File: config.mk
export PLATFORM = sky130hd
export DESIGN_NAME = serial_register_port
export DESIGN_NICKNAME = d
export VERILOG_FILES = /design/src/serial_port_pkg.sv /design/src/pin_sync_if.sv /design/src/pin_sync.sv /design/src/serial_register_port.sv
export SDC_FILE = /design/constraint.sdc
export NUM_CORES = 1
export LEC_CHECK = 0
export BUFFER_PORTS_ARGS = -buffer_cell sky130_fd_sc_hd__buf_2
export CAP_MARGIN = 25
export CORE_MARGIN = 2
export CORE_UTILIZATION = 50
export DETAILED_ROUTE_END_ITERATION = 10
export GPL_ROUTABILITY_DRIVEN = 0
export PLACE_DENSITY = 0.7
export SLEW_MARGIN = 20
export SYNTH_ARGS = -nofsm -noshare
export SYNTH_HDL_FRONTEND = slang
export SYNTH_SLANG_ARGS = --single-unit
File: constraint.sdc
create_clock -name sys_clk -period 5.95 [get_ports sys_clk]
set_clock_uncertainty 0.1 [all_clocks]
set_input_delay 0.8925 -clock sys_clk [delete_from_list [all_inputs] [get_ports sys_clk]]
set_output_delay 0.8925 -clock sys_clk [all_outputs]
set_load 0.02 [all_outputs]
File: src/serial_port_pkg.sv
// constants, types and state layout for the serial register port
package serial_port_pkg;

    // positions of the pin inputs within the synchroniser vector
    localparam int SYNC_W = 5;
    localparam int PIN_SCK = 0;
    localparam int PIN_CS_N = 1;
    localparam int PIN_SI = 2;
    localparam int PIN_STRAP_HI = 3;
    localparam int PIN_STRAP_LO = 4;

    // one transfer cycle is this many serial clocks
    localparam logic [3:0] BITS_PER_CYCLE = 4'h8;

    // command byte layout
    localparam int OP_HI = 7;
    localparam int OP_LO = 6;
    localparam int ADDR_HI = 5;
    localparam int ADDR_LO = 0;

    localparam logic [1:0] OP_READ = 2'h0;
    localparam logic [1:0] OP_NOP = 2'h1;
    localparam logic [1:0] OP_WRITE = 2'h2;
    localparam logic [1:0] OP_BURST = 2'h3;

    // values after reset
    localparam logic [7:0] RDBUF_RESET = 8'h00;
    localparam logic [5:0] ADDR_RESET = 6'h00;
    localparam logic [SYNC_W-1:0] SYNC_RESET = 5'h02;

    typedef enum logic [1:0] {
        PH_CMD = 2'b00,
        PH_WSINGLE = 2'b01,
        PH_WBURST = 2'b10
    } phase_t;

    typedef struct packed {
        logic [SYNC_W-1:0] stage1;
        logic [SYNC_W-1:0] stage2;
    } sync_state_t;

    typedef struct packed {
        logic sck_q;
        logic cs_q;
        logic [3:0] cnt;
        logic [7:0] shift_in;
        logic [7:0] shift_out;
        logic so;
        logic so_oe;
        phase_t phase;
        logic [5:0] addr;
        logic [7:0] wdata;
        logic [7:0] rd_buf;
        logic wr_pend;
        logic rd_pend;
        logic rd_cor;
        logic reg_wr;
        logic reg_rd;
        logic reg_cor;
    } port_state_t;

endpackage : serial_port_pkg

File: src/pin_sync_if.sv
// carries raw pin levels into the synchroniser and the settled copy back
`timescale 1ns/100ps
interface pin_sync_if;
    logic [serial_port_pkg::SYNC_W-1:0] raw;
    logic [serial_port_pkg::SYNC_W-1:0] sync;

    modport sync_side (input raw, output sync);
    modport user_side (output raw, input sync);
endinterface : pin_sync_if

File: src/pin_sync.sv
// two-flop synchroniser for the asynchronous pin inputs
`timescale 1ns/100ps
module pin_sync
(
    // clock and reset
    input wire logic sys_clk,
    input wire logic reset,
    // pins in, settled levels out
    pin_sync_if.sync_side pins
);

    serial_port_pkg::sync_state_t st_r;
    serial_port_pkg::sync_state_t st_nxt;

    always_comb
    begin
        st_nxt = st_r;
        st_nxt.stage1 = pins.raw;
        st_nxt.stage2 = st_r.stage1;
    end

    always_ff @(posedge sys_clk or posedge reset)
    begin
        if (reset)
        begin
            st_r <= '{stage1: serial_port_pkg::SYNC_RESET,
                      stage2: serial_port_pkg::SYNC_RESET};
        end
        else
        begin
            st_r <= st_nxt;
        end
    end

    assign pins.sync = st_r.stage2;

endmodule : pin_sync

File: src/serial_register_port.sv
// serial slave port giving an external controller access to the registers
//
// Functional notes
// - chip select fall starts a transfer; rise resets port and ends bursts.
// - serial input is sampled on each serial clock rising edge.
// - serial output changes after each serial clock falling edge.
// - a cycle is eight clocks; byte moves after the eighth falling edge.
// - every byte travels most significant bit first.
// - command byte: opcode in bits 7..6, register address in 5..0.
// - read shifts out previous data, then addressed data next cycle.
// - opcode 01 touches no register; previous data shifted out again.
// - single write takes data in cycle two, returns register readback.
// - burst write writes each following byte to same register.
// - writes read back the register next cycle, without clear-on-read.
// - readback after a transmit fifo data write may be undefined.
`timescale 1ns/100ps
module serial_register_port
(
    // clock and reset
    input wire logic sys_clk,
    input wire logic reset,
    // mode straps
    input wire logic strap_hi_select,
    input wire logic strap_lo_select,
    // serial link
    input wire logic chip_sel_n,
    input wire logic serial_clock_in,
    input wire logic serial_in,
    output logic serial_out,
    output logic serial_out_oe,
    // internal register file access
    output logic [5:0] reg_addr,
    output logic [7:0] reg_wdata,
    output logic reg_wr,
    output logic reg_rd,
    output logic reg_clear_on_read,
    input wire logic [7:0] reg_rdata
);

    pin_sync_if pins ();

    serial_port_pkg::port_state_t st_r;
    serial_port_pkg::port_state_t st_nxt;

    logic sck_s;
    logic si_s;
    logic cs_act;
    logic sck_rise;
    logic sck_fall;
    logic byte_done;
    logic [1:0] opcode;

    assign pins.raw = {strap_lo_select, strap_hi_select, serial_in,
                       chip_sel_n, serial_clock_in};

    pin_sync u_sync
    (
        .sys_clk(sys_clk),
        .reset(reset),
        .pins(pins.sync_side)
    );

    assign sck_s = pins.sync[serial_port_pkg::PIN_SCK];
    assign si_s = pins.sync[serial_port_pkg::PIN_SI];
    // straps select this port, otherwise select is treated as idle
    assign cs_act = !pins.sync[serial_port_pkg::PIN_CS_N]
                    && pins.sync[serial_port_pkg::PIN_STRAP_HI]
                    && !pins.sync[serial_port_pkg::PIN_STRAP_LO];
    assign sck_rise = sck_s && !st_r.sck_q;
    assign sck_fall = !sck_s && st_r.sck_q;
    assign byte_done = cs_act && st_r.cs_q && sck_fall
                       && (st_r.cnt == serial_port_pkg::BITS_PER_CYCLE);
    assign opcode = st_r.shift_in[serial_port_pkg::OP_HI:
                                  serial_port_pkg::OP_LO];

    always_comb
    begin
        st_nxt = st_r;
        st_nxt.sck_q = sck_s;
        st_nxt.cs_q = cs_act;
        st_nxt.reg_wr = 1'h0;
        st_nxt.reg_rd = 1'h0;
        if (st_r.reg_rd)
        begin
            st_nxt.rd_buf = reg_rdata;
        end
        // write goes first, its readback follows one clock later
        if (st_r.wr_pend)
        begin
            st_nxt.wr_pend = 1'h0;
            st_nxt.reg_wr = 1'h1;
        end
        else if (st_r.rd_pend)
        begin
            st_nxt.rd_pend = 1'h0;
            st_nxt.reg_rd = 1'h1;
            st_nxt.reg_cor = st_r.rd_cor;
        end

        if (!cs_act)
        begin
            st_nxt.cnt = 4'h0;
            st_nxt.phase = serial_port_pkg::PH_CMD;
            st_nxt.so_oe = 1'h0;
        end
        else if (!st_r.cs_q)
        begin
            st_nxt.cnt = 4'h0;
            st_nxt.phase = serial_port_pkg::PH_CMD;
            st_nxt.shift_out = st_nxt.rd_buf;
            st_nxt.so = st_nxt.rd_buf[7];
            st_nxt.so_oe = 1'h1;
        end
        else if (sck_rise)
        begin
            st_nxt.shift_in = {st_r.shift_in[6:0], si_s};
            if (st_r.cnt != serial_port_pkg::BITS_PER_CYCLE)
            begin
                st_nxt.cnt = st_r.cnt + 4'h1;
            end
        end
        else if (byte_done)
        begin
            // byte complete: reload the output and act on the byte
            st_nxt.cnt = 4'h0;
            st_nxt.shift_out = st_nxt.rd_buf;
            st_nxt.so = st_nxt.rd_buf[7];
            unique case (st_r.phase)
                serial_port_pkg::PH_CMD:
                begin
                    st_nxt.addr = st_r.shift_in[serial_port_pkg::ADDR_HI:
                                                serial_port_pkg::ADDR_LO];
                    unique case (opcode)
                        serial_port_pkg::OP_READ:
                        begin
                            st_nxt.rd_pend = 1'h1;
                            st_nxt.rd_cor = 1'h1;
                        end
                        serial_port_pkg::OP_NOP:
                        begin
                            st_nxt.rd_pend = 1'h0;
                        end
                        serial_port_pkg::OP_WRITE:
                        begin
                            st_nxt.rd_pend = 1'h1;
                            st_nxt.rd_cor = 1'h0;
                            st_nxt.phase = serial_port_pkg::PH_WSINGLE;
                        end
                        serial_port_pkg::OP_BURST:
                        begin
                            st_nxt.rd_pend = 1'h1;
                            st_nxt.rd_cor = 1'h0;
                            st_nxt.phase = serial_port_pkg::PH_WBURST;
                        end
                    endcase
                end
                serial_port_pkg::PH_WSINGLE,
                serial_port_pkg::PH_WBURST:
                begin
                    // same readback for fifo data; host ignores it
                    st_nxt.wdata = st_r.shift_in;
                    st_nxt.wr_pend = 1'h1;
                    st_nxt.rd_pend = 1'h1;
                    st_nxt.rd_cor = 1'h0;
                    if (st_r.phase == serial_port_pkg::PH_WSINGLE)
                    begin
                        st_nxt.phase = serial_port_pkg::PH_CMD;
                    end
                end
                default:
                begin
                    st_nxt.phase = serial_port_pkg::PH_CMD;
                end
            endcase
        end
        else if (sck_fall)
        begin
            st_nxt.shift_out = {st_r.shift_out[6:0], 1'h0};
            st_nxt.so = st_r.shift_out[6];
        end

        // fresh read data replaces the stale reload before the first bit;
        // a host clocking faster than the read latency gets the old byte
        if (cs_act && st_r.cs_q && st_r.reg_rd && !sck_rise && !sck_fall
            && st_r.cnt == 4'h0)
        begin
            st_nxt.shift_out = reg_rdata;
            st_nxt.so = reg_rdata[7];
        end
    end

    always_ff @(posedge sys_clk or posedge reset)
    begin
        if (reset)
        begin
            st_r <= '{sck_q: 1'h0, cs_q: 1'h0, cnt: 4'h0,
                      shift_in: 8'h00, shift_out: 8'h00, so: 1'h0,
                      so_oe: 1'h0, phase: serial_port_pkg::PH_CMD,
                      addr: serial_port_pkg::ADDR_RESET, wdata: 8'h00,
                      rd_buf: serial_port_pkg::RDBUF_RESET,
                      wr_pend: 1'h0, rd_pend: 1'h0, rd_cor: 1'h0,
                      reg_wr: 1'h0, reg_rd: 1'h0, reg_cor: 1'h0};
        end
        else
        begin
            st_r <= st_nxt;
        end
    end

    assign serial_out = st_r.so;
    assign serial_out_oe = st_r.so_oe;
    assign reg_addr = st_r.addr;
    assign reg_wdata = st_r.wdata;
    assign reg_wr = st_r.reg_wr;
    assign reg_rd = st_r.reg_rd;
    assign reg_clear_on_read = st_r.reg_cor;
endmodule : serial_register_port

==> summary.md, run 1 <==
| Metric | Value |
|---|---|
| Final Hold Vio Count | `0` |
| Register area | `1580 µm²` |
| Number of global-route vias before repair | `1557` |
| Cell family with most CP delay | `compound AO/OA/AOI/OAI gates` |
| Least-Margin Pin Slew | `767 ps` |
| LEAKAGE | `0.00157 µW` |
| Die height | `77.8 µm` |
| Worst stage delay on the critical path | `620 ps` |
| VDD IR max | `0.254 mV` |
| Synth area leaders | `dfrtp_1 (56%), mux2_2 (13%), buf_4 (3.9%), mux2i_1 (2.6%), inv_1 (2.5%)` |
| Pre-Repair DR Iteration Count | `4` |
| First-pass GRT wire length | `7580 µm` |
| Post-DP HPWL | `2910 µm` |
| Resize count post-CTS | `0` |
| Count of cell types in the netlist | `36` |
| Final worst path period need | `2280 ps` |
| Clock sinks | `63` |
| ANT cells | `0` |
| Yosys top cell area share | `0.561` |
| Final Setup Violations | `0` |
| CTS tree | `done` |
| Initial DRC Count | `99` |
| Worst slew margin relative to its limit | `0.489` |
| Gr usage total | `0.166` |
| Hold_sp | `u_sync.st_nxt[2]` |
| Via count | `1591` |
| Net Count, Synth | `231` |
| Postcts setup bufs | `0` |
| Chip width | `77.8 µm` |
| Root Driver | `clkbuf_8` |
| Final net count | `256` |
| Worst R2R Start | `st_r[48]` |
| Setup slack, reg-to-reg | `3670 ps` |
| Fin. max-slew vios | `0` |
| F_max | `0.438 GHz` |
| Mapped Cells | `211` |
| Maximum buffer depth of the clock tree | `2` |
| DRC | `0` |
| Initial Utilization | `0.526` |
| Worst Setup End Kind | `register` |
| Largest net degree at the start of global routing | `64` |
| Dpl cell area | `2850 µm²` |
| Layout cells sized above 1 | `0.378` |
| Routed Antenna Nets | `0` |
| Design Power | `883 µW` |
| Rows | `26` |
| Initial antenna violation count | `0` |
| Worst r2r dst | `st_r[38]` |
| Synthesized area | `2720 µm²` |
| Crit path arrival time | `2390 ps` |
| Maximum fanout along the worst path | `9` |
| Input/output buffers | `33` |
| Final instance area | `3080 µm²` |
| Hold Path Depth | `0` |
| CTS H-Tree Depth | `3` |
| Final period util | `0.383` |
| Synth Warn # | `0` |
| Post-synth ARST share | `1.00` |
| Synth-to-layout area growth | `13.2%` |
| Fin util | `0.596` |
| Status | `complete, no violations` |
| EDFF count, synth | `0` |
| I/O pin cnt | `34` |
| #FFs+latches synth | `63` |
| Hold WC Path Type | `register to register` |
| Via/cell ratio | `5.12` |
| Clock-pin slew on the worst setup and hold paths | `70 ps` |
| Final WL | `4460 µm` |
| Sequence of cells on the critical path | `inv_1, ha_1, nand3b_2, o31ai_4, mux2i_1, o221ai_2` |
| Post-synth top flop | `dfrtp_1` |
| # hold bufs at CTS | `0` |
| Pwr dens | `287 nW/µm²` |
| Clk_lat worst skew | `330 ps` |
| Hold EP | `u_sync.pins.sync[2]` |
| Multi-input gate area | `943 µm²` |
| Grt ovf | `0` |
| CP max-delay cell | `o31ai_4` |
| Fillers | `423` |
| CP Buf/Inv Count | `1` |
| Seq/Total Area, Yosys | `0.580` |
| Worst setup SP type | `register` |
| Setup TNS | `0 ps` |
| Total core area | `5170 µm²` |
| Post-synth top area cell | `dfrtp_1` |
| Mean Syn Cell Area | `12.9 µm²` |
| MaxCap Viol Count | `0` |
| Worst Reg-to-Reg Cells | `6` |
| Crit Path Category | `register to register` |
| Worst EP required | `6060 ps` |
| CTS Buf Count | `9` |
| RSZ-0062 raised after global routing | `no` |
| Full die area | `6050 µm²` |
| WL/cell | `14.4 µm` |
## final cells by class
cell class                 instances  share of cell area
timing repair buffer              34              0.0560
inverter                          18              0.0219
clock buffer                      11              0.0491
multi-input combinational        110               0.306
clock inverter                     5              0.0260
tap                               70              0.0284
sequential                        63               0.512
## cell usage after synthesis (2+ instances only)
| cell | instances |
|---|---|
| nand2b_1 | 3 |
| o21ai_0 | 2 |
| nor2_1 | 3 |
| nor4_1 | 2 |
| nand4b_1 | 2 |
| nand3_1 | 11 |
| nand2_1 | 4 |
| mux2i_1 | 7 |
| buf_4 | 14 |
| buf_2 | 3 |
| ha_1 | 5 |
| inv_1 | 18 |
| xor2_1 | 2 |
| o221ai_1 | 5 |
| nor3_1 | 3 |
| a21oi_1 | 8 |
| nand4_1 | 2 |
| dfrtp_1 | 61 |
| nand4bb_1 | 2 |
| a31oi_1 | 2 |
| clkbuf_1 | 2 |
| dfstp_2 | 2 |
| nor2b_1 | 4 |
| mux2_2 | 31 |
| o221ai_2 | 2 |
## flip-flops by register name, indices dropped and copies added (netlist names)
name / flops
reg_addr: 6
u_sync.pins.sync: 5
reg_clear_on_read: 1
opcode: 2
st_r: 32
reg_wr: 1
serial_out: 1
serial_out_oe: 1
reg_rd: 1
reg_wdata: 8
u_sync.st_nxt: 5
## per-stage QoR
step           worst slack (ps)  hold WS, ps  cells
2_1_floorplan              3390          231    211
3_3_place_gp               3740          232    295
3_5_place_dp               3680          236    295
4_1_cts                    3640          253    311
5_1_grt                    3480          264    311
6_report                   3670          252    311
## placed cells by master (no fill, tap or decap), drive strengths merged, types with 2 or more instances in the layout
| cell | n |
|---|---|
| a21oi | 8 |
| inv | 18 |
| nor4 | 2 |
| buf | 34 |
| xor2 | 2 |
| nand3b | 2 |
| ha | 5 |
| nand4bb | 2 |
| o221ai | 7 |
| clkbuf | 11 |
| nand2b | 3 |
| dfrtp | 61 |
| nor2b | 4 |
| a31oi | 2 |
| bufinv | 2 |
| nand2 | 4 |
| nor3 | 4 |
| mux2i | 7 |
| dfstp | 2 |
| mux2 | 31 |
| nand3 | 11 |
| nand4 | 2 |
| clkinvlp | 2 |
| nor2 | 3 |
| nand4b | 2 |
| o21ai | 2 |
## per-layer routing
metal | vias to the layer above | track usage | part of all wire
met3 | 9 | 0.0349 | 0.034
met1 | 779 | 0.225 | 0.48
met4 | 0 | 0.107 | 0.030
met5 | - | 0 | 0
met2 | 29 | 0.241 | 0.45
li1 | 774 | - | -
## cell families after synthesis
kind of cell,count (synthesis),share of synthesized area
mux,38,0.154
flops,63,0.580
compound gates,23,0.0662
simple gates,42,0.0970
fa+ha+maj,5,0.0230
xor+xnor,2,0.00644
buf+inv,38,0.0731
## power by group
part / switching, µW / internal [µW]
Clock: 161 / 258
Combinational: 17.7 / 8.59
Sequential: 3.48 / 434
Total: 182 / 701
## worst max-delay path by stage
stage	depth (start not counted)	start	to	slack, ps
6_report	6	st_r[48]	st_r[38]	3670
5_1_grt	6	st_r[48]	st_r[38]	3480
4_1_cts	6	st_r[48]	st_r[38]	3640
3_5_place_dp	6	st_r[48]	st_r[36]	3680
3_3_place_gp	6	st_r[48]	st_r[38]	3740
2_1_floorplan	1	reset	opcode[0]	3390
Power figures use the tool's default switching activity.
==> inputs of run 2 (changes only) <==
Settings changed: ABC_AREA set to 1.
Clock period 5.95 ns to 2.18 ns, I/O delays scaled along.
==> summary.md, run 2 <==
| Metric | Value |
|---|---|
| Routed Antenna Nets | `0` |
| Pre-CTS WS | `403 ps` |
| Fillers | `523` |
| Met2 WL | `2380 µm` |
| Commonest cells after routing, fill and taps aside | `nand2_1 (67), dfrtp_1 (61), inv_1 (46)` |
| Final period util | `0.811` |
| Final WL | `5200 µm` |
| Input/output buffers | `33` |
| Synthesized area | `2930 µm²` |
| Seq/Total Area, Yosys | `0.539` |
| Initial antenna violation count | `0` |
| Metal3 WL | `139 µm` |
| DR top layer | `met4` |
| DRC | `0` |
| Clk_lat worst skew | `330 ps` |
| Most common cell after layout, fill and taps aside | `nand2_1` |
| Crit path arrival time | `1890 ps` |
| Yosys top cell area share | `0.521` |
| Status | `complete, no violations` |
| Synth area leaders | `dfrtp_1 (52%), nand2_1 (8.6%), nand3_1 (6.8%), inv_1 (6.0%), o21ai_2 (4.2%)` |
| Mean Syn Cell Area | `9.21 µm²` |
| Maximum fanout along the worst path | `12` |
| Crit Path Category | `register to register` |
| Setup TNS | `0 ps` |
| Synth Warn # | `0` |
| CTS Buf Count | `9` |
| Initial Utilization | `0.525` |
| Chip width | `80.5 µm` |
| Total core area | `5570 µm²` |
| VDD IR max | `0.508 mV` |
| Most instantiated library cell after synthesis | `nand2_1` |
| CTS tree | `done` |
| Root Driver | `clkbuf_8` |
| Via/cell ratio | `4.81` |
| Full die area | `6490 µm²` |
| Design Power | `2330 µW` |
| F_max | `0.565 GHz` |
| Post-synth ARST share | `1.00` |
| Largest net degree at the start of global routing | `30` |
| Final net count | `372` |
| Initial DRC Count | `150` |
| Wl on met1 | `2590 µm` |
| Max reg flops | `32` |
| ANT cells | `0` |
| Pwr dens | `701 nW/µm²` |
| Die height | `80.5 µm` |
| Least-Margin Pin Slew | `510 ps` |
| Layout cells sized above 1 | `0.255` |
| Post-synth top flop | `dfrtp_1` |
| LEAKAGE | `0.00180 µW` |
| Final Hold Vio Count | `0` |
| Clock-pin slew on the worst setup and hold paths | `70 ps` |
| Count of cell types in the netlist | `25` |
| Final worst path period need | `1770 ps` |
| Via count | `2063` |
| I/O pin cnt | `34` |
| RSZ-0062 raised after global routing | `no` |
| Post-DP HPWL | `3560 µm` |
| WL/cell | `12.1 µm` |
| Number of global-route vias before repair | `1858` |
| Hold slack | `159 ps` |
| Rows | `27` |
| Net Count, Synth | `338` |
| CTS H-Tree Depth | `3` |
| Worst setup SP type | `register` |
| First-pass GRT wire length | `8730 µm` |
| Mapped Cells | `318` |
| Hold WC Path Type | `input port to register` |
| Synth top cells by count | `nand2_1 (67), dfrtp_1 (61), inv_1 (47), nand3_1 (40), o21ai_0 (23)` |
| Pre-Repair DR Iteration Count | `5` |
| Final Setup Violations | `0` |
| Fin. max-slew vios | `0` |
| Grt ovf | `0` |
| Clock sinks | `63` |
| Worst slew margin relative to its limit | `0.659` |
| Worst setup margin | `411 ps` |
| MaxCap Viol Count | `0` |
| Post-synth top area cell | `dfrtp_1` |
| Biggest register | `st_r` |
| Postcts setup bufs | `0` |
| #FFs+latches synth | `63` |
| Synth-to-layout area growth | `13.6%` |
| Gr usage total | `0.179` |
| Worst EP required | `2300 ps` |
| Worst Setup End Kind | `register` |
| Maximum buffer depth of the clock tree | `2` |
| EDFF count, synth | `0` |
-- run 2: cell count changes after synthesis, moves of 7 or more --
| cell | before | now |
|---|---|---|
| inv_1 | 18 | 47 |
| mux2_2 | 31 | 1 |
| mux2i_1 | 7 | 0 |
| nand2_1 | 4 | 67 |
| nand3_1 | 11 | 40 |
| nor2_1 | 3 | 10 |
| o21ai_0 | 2 | 23 |
| o21ai_2 | 0 | 14 |
| or2_2 | 0 | 7 |
-- run 2: routing by layer --
metal,global-route usage,vias to the layer above
li1,-,1063
met4,0.0966,0
met2,0.261,26
met3,0.0337,7
met1,0.252,967
met5,0,-
-- run 2: power by group --
part	total, µW	internal, µW	switching (µW)	leakage [µW]
clock network	992	561	430	0.0000976
registers	1220	1200	17.7	0.000840
logic	121	45.7	75.7	0.000863
total	2330	1810	524	0.00180
-- run 2: cell type report --
class	instances	area, µm²	share of cell area
repair buffers	41	253	0.0760
well taps	72	90.1	0.0271
inverters	50	189	0.0568
clock buffers	13	149	0.0448
flip-flops and latches	63	1580	0.475
multi-input cells	187	1020	0.308
clock inverters	3	43.8	0.0132
-- run 2: final timing paths --
path / startpoint / to / slack [ps] / cells after the start
setup / recovery: st_r[48] / reg_addr[5] / 410 / 9
min in group asynchronous: reset / reg_wdata[0] / 460 / 3
max in group asynchronous: reset / u_sync.st_nxt[1] / 920 / 4
setup reg to reg: st_r[48] / reg_addr[5] / 410 / 9
hold reg to reg: u_sync.st_nxt[3] / u_sync.pins.sync[3] / 250 / 0
hold / removal: reg_rdata[0] / st_r[6] / 160 / 3
-- run 2: logic make-up (layout without fill, tap and decap cells) --
logic type,after synthesis,count (layout),share of synthesized area
simple gates,140,140,0.234
fa+ha+maj,5,5,0.0214
mux,1,1,0.00384
compound gates,41,41,0.0901
buf+inv,68,107,0.111
flops,63,63,0.539
-- run 2: critical path, cell delays in order, from the launching register on --
cell      delay, ps
dfrtp_1         400
inv_1           100
ha_1            230
nand3_4         130
nor2_4          130
nand2_4         100
clkinv_2        100
nand2_2         180
nand2_1         130
o21ai_2          50
-- run 2: per-stage QoR --
stage / util / instances / area (µm²)
detailed placement: 0.552 / 407 / 3070
CTS: 0.597 / 429 / 3330
floorplan: - / 318 / 2930
finish: 0.597 / 429 / 3330
global placement: 0.552 / 407 / 3070
global route: 0.597 / 429 / 3330
-- run 2: what timing repair did --
item,CTS,global route
endpoints found under the hold margin,27,0
hold buffers,6,0
resized for setup,0,0
==> inputs of run 3 (changes only) <==
Clock period 2.18 ns to 1.82 ns, I/O delays scaled along.
==> summary.md, run 3 (same netlist as run 2, synthesis figures left out) <==
| Metric | Value |
|---|---|
| Final Hold Vio Count | `0` |
| Root Driver | `clkbuf_8` |
| Final period util | `0.944` |
| Clock-pin slew on the worst setup and hold paths | `70 ps` |
| Cells after DPL | `411` |
| Final worst path period need | `1720 ps` |
| Most common cell after layout, fill and taps aside | `nand2_1` |
| Crit path arrival time | `1840 ps` |
| Fillers | `493` |
| Final net count | `376` |
| Via/cell ratio | `4.85` |
| Rows | `27` |
| Worst EP required | `1940 ps` |
| Largest net degree at the start of global routing | `64` |
| Number of global-route vias before repair | `2024` |
| Full die area | `6490 µm²` |
| Post-DP HPWL | `3620 µm` |
| Maximum fanout along the worst path | `17` |
| Fin. max-slew vios | `0` |
| Worst Setup End Kind | `register` |
| Dpl cell area | `3110 µm²` |
| Hold Path Depth | `3` |
| Clock sinks | `63` |
| Max reg flops | `32` |
| Layout cells sized above 1 | `0.271` |
| Final instance area | `3380 µm²` |
| Hold_sp | `reg_rdata[0]` |
| Hold WC Path Type | `input port to register` |
| Die height | `80.5 µm` |
| CTS tree | `done` |
| Input/output buffers | `33` |
| Most used cell, CP | `nand2_4` |
| Worst R2R Start | `st_r[48]` |
| Grt ovf | `0` |
| DRC | `0` |
| Status | `complete, no violations` |
| Maximum buffer depth of the clock tree | `2` |
| Hold slack | `91.6 ps` |
| Initial antenna violation count | `0` |
| Final Setup Violations | `0` |
| MaxCap Viol Count | `0` |
| Initial DRC Count | `143` |
| WL/cell | `12.2 µm` |
| CP max-delay cell | `dfrtp_1` |
| Worst setup margin | `101 ps` |
| Pwr dens | `814 nW/µm²` |
| Worst Reg-to-Reg Cells | `9` |
| Hold EP | `st_r[6]` |
| Sequence of cells on the critical path | `inv_1, ha_4, nand3_4, nor2_4, nand2_4, clkinv_2, nand2_4, nand2_1, o21ai_2` |
| Setup slack, reg-to-reg | `100 ps` |
| Worst r2r dst | `reg_wdata[4]` |
| Biggest register | `st_r` |
| I/O pin cnt | `34` |
| CP Buf/Inv Count | `2` |
| Commonest cells after routing, fill and taps aside | `nand2_1 (67), dfrtp_1 (61), inv_1 (46)` |
| Pre-CTS WS | `65.0 ps` |
| VDD IR max | `0.894 mV` |
| Final Non-Filler Cells | `433` |
| Clk_lat worst skew | `330 ps` |
| Cell family with most CP delay | `simple AND/OR/NAND/NOR gates` |
| Worst stage delay on the critical path | `400 ps` |
| Via count | `2101` |
| Final WL | `5300 µm` |
| Least-Margin Pin Slew | `386 ps` |
| First-pass GRT wire length | `9130 µm` |
| Gr usage total | `0.188` |
| Worst setup SP type | `register` |
| Total core area | `5570 µm²` |
| Initial Utilization | `0.525` |
| F_max | `0.582 GHz` |
| LEAKAGE | `0.00182 µW` |
| Routed Antenna Nets | `0` |
| Chip width | `80.5 µm` |
| Worst slew margin relative to its limit | `0.742` |
| CTS Buf Count | `9` |
| ANT cells | `0` |
| CTS H-Tree Depth | `3` |
| Synth-to-layout area growth | `15.5%` |
| Pre-Repair DR Iteration Count | `5` |
| Crit Path Category | `register to register` |
==> run 3: changes by cell type in the layout (fill, tap and decap cells not counted), moves of 2 or more <==
cell | previous run | this run
buf_4 | 1 | 4
clkbuf_1 | 3 | 1
clkbuf_8 | 10 | 13
clkinvlp_4 | 0 | 2
==> run 3: timing repair <==
| action | CTS | global route |
|---|---|---|
| gates resized for setup | 0 | 4 |
| buffers inserted | 0 | 0 |
| endpoints found under the hold margin | 66 | 0 |
| setup endpoints to repair | 0 | 19 |
| hold buffers | 6 | 0 |
==> run 3: per-layer routing <==
layer | up-vias | part of all wire | global-route usage
li1 | 1067 | - | -
met1 | 977 | 0.48 | 0.262
met2 | 48 | 0.46 | 0.278
met3 | 9 | 0.044 | 0.0393
met4 | 0 | 0.022 | 0.0966
met5 | - | 0 | 0
==> run 3: worst register-to-register path, stage by stage, from the launching register on <==
cell and delay, ps:
dfrtp_1 400, inv_1 140, ha_4 180, nand3_4 110, nor2_4 140, nand2_4 100, clkinv_2 110, nand2_4 150
nand2_1 120, o21ai_2 60
==> run 3: layout make-up <==
cell class / instances / area (µm²) / area share
clock buffers: 14 / 183 / 0.0540
clock inverters: 2 / 12.5 / 0.00370
well taps: 72 / 90.1 / 0.0266
flip-flops and latches: 63 / 1580 / 0.467
multi-input cells: 187 / 1040 / 0.308
repair buffers: 45 / 287 / 0.0847
inverters: 50 / 193 / 0.0569
==> run 3: worst max path at each step <==
stage / slack [ps] / endpoint / start / cells after the start
finish: 100 / reg_wdata[4] / st_r[48] / 9
floorplan: 230 / reg_addr[0] / st_r[48] / 10
global route: -10 / st_r[28] / st_r[48] / 9
detailed placement: 60 / reg_addr[4] / st_r[48] / 9
global placement: 140 / reg_addr[5] / st_r[48] / 9
CTS: 50 / reg_addr[0] / st_r[48] / 9
==> run 3: per-stage QoR <==
stage	TNS [ps]	util	power [µW]
after floorplan	0	-	1570
after global placement	0	0.558	1620
after detailed placement	0	0.558	1630
after CTS	0	0.603	2790
after global routing	-18.9	0.607	2880
final	0	0.607	2760
==> run 3: report_power, final <==
part	internal (µW)	switching [µW]	total [µW]
Sequential	1440	19.5	1460
Combinational	57.8	93.2	151
Clock	642	503	1150
Total	2140	616	2760
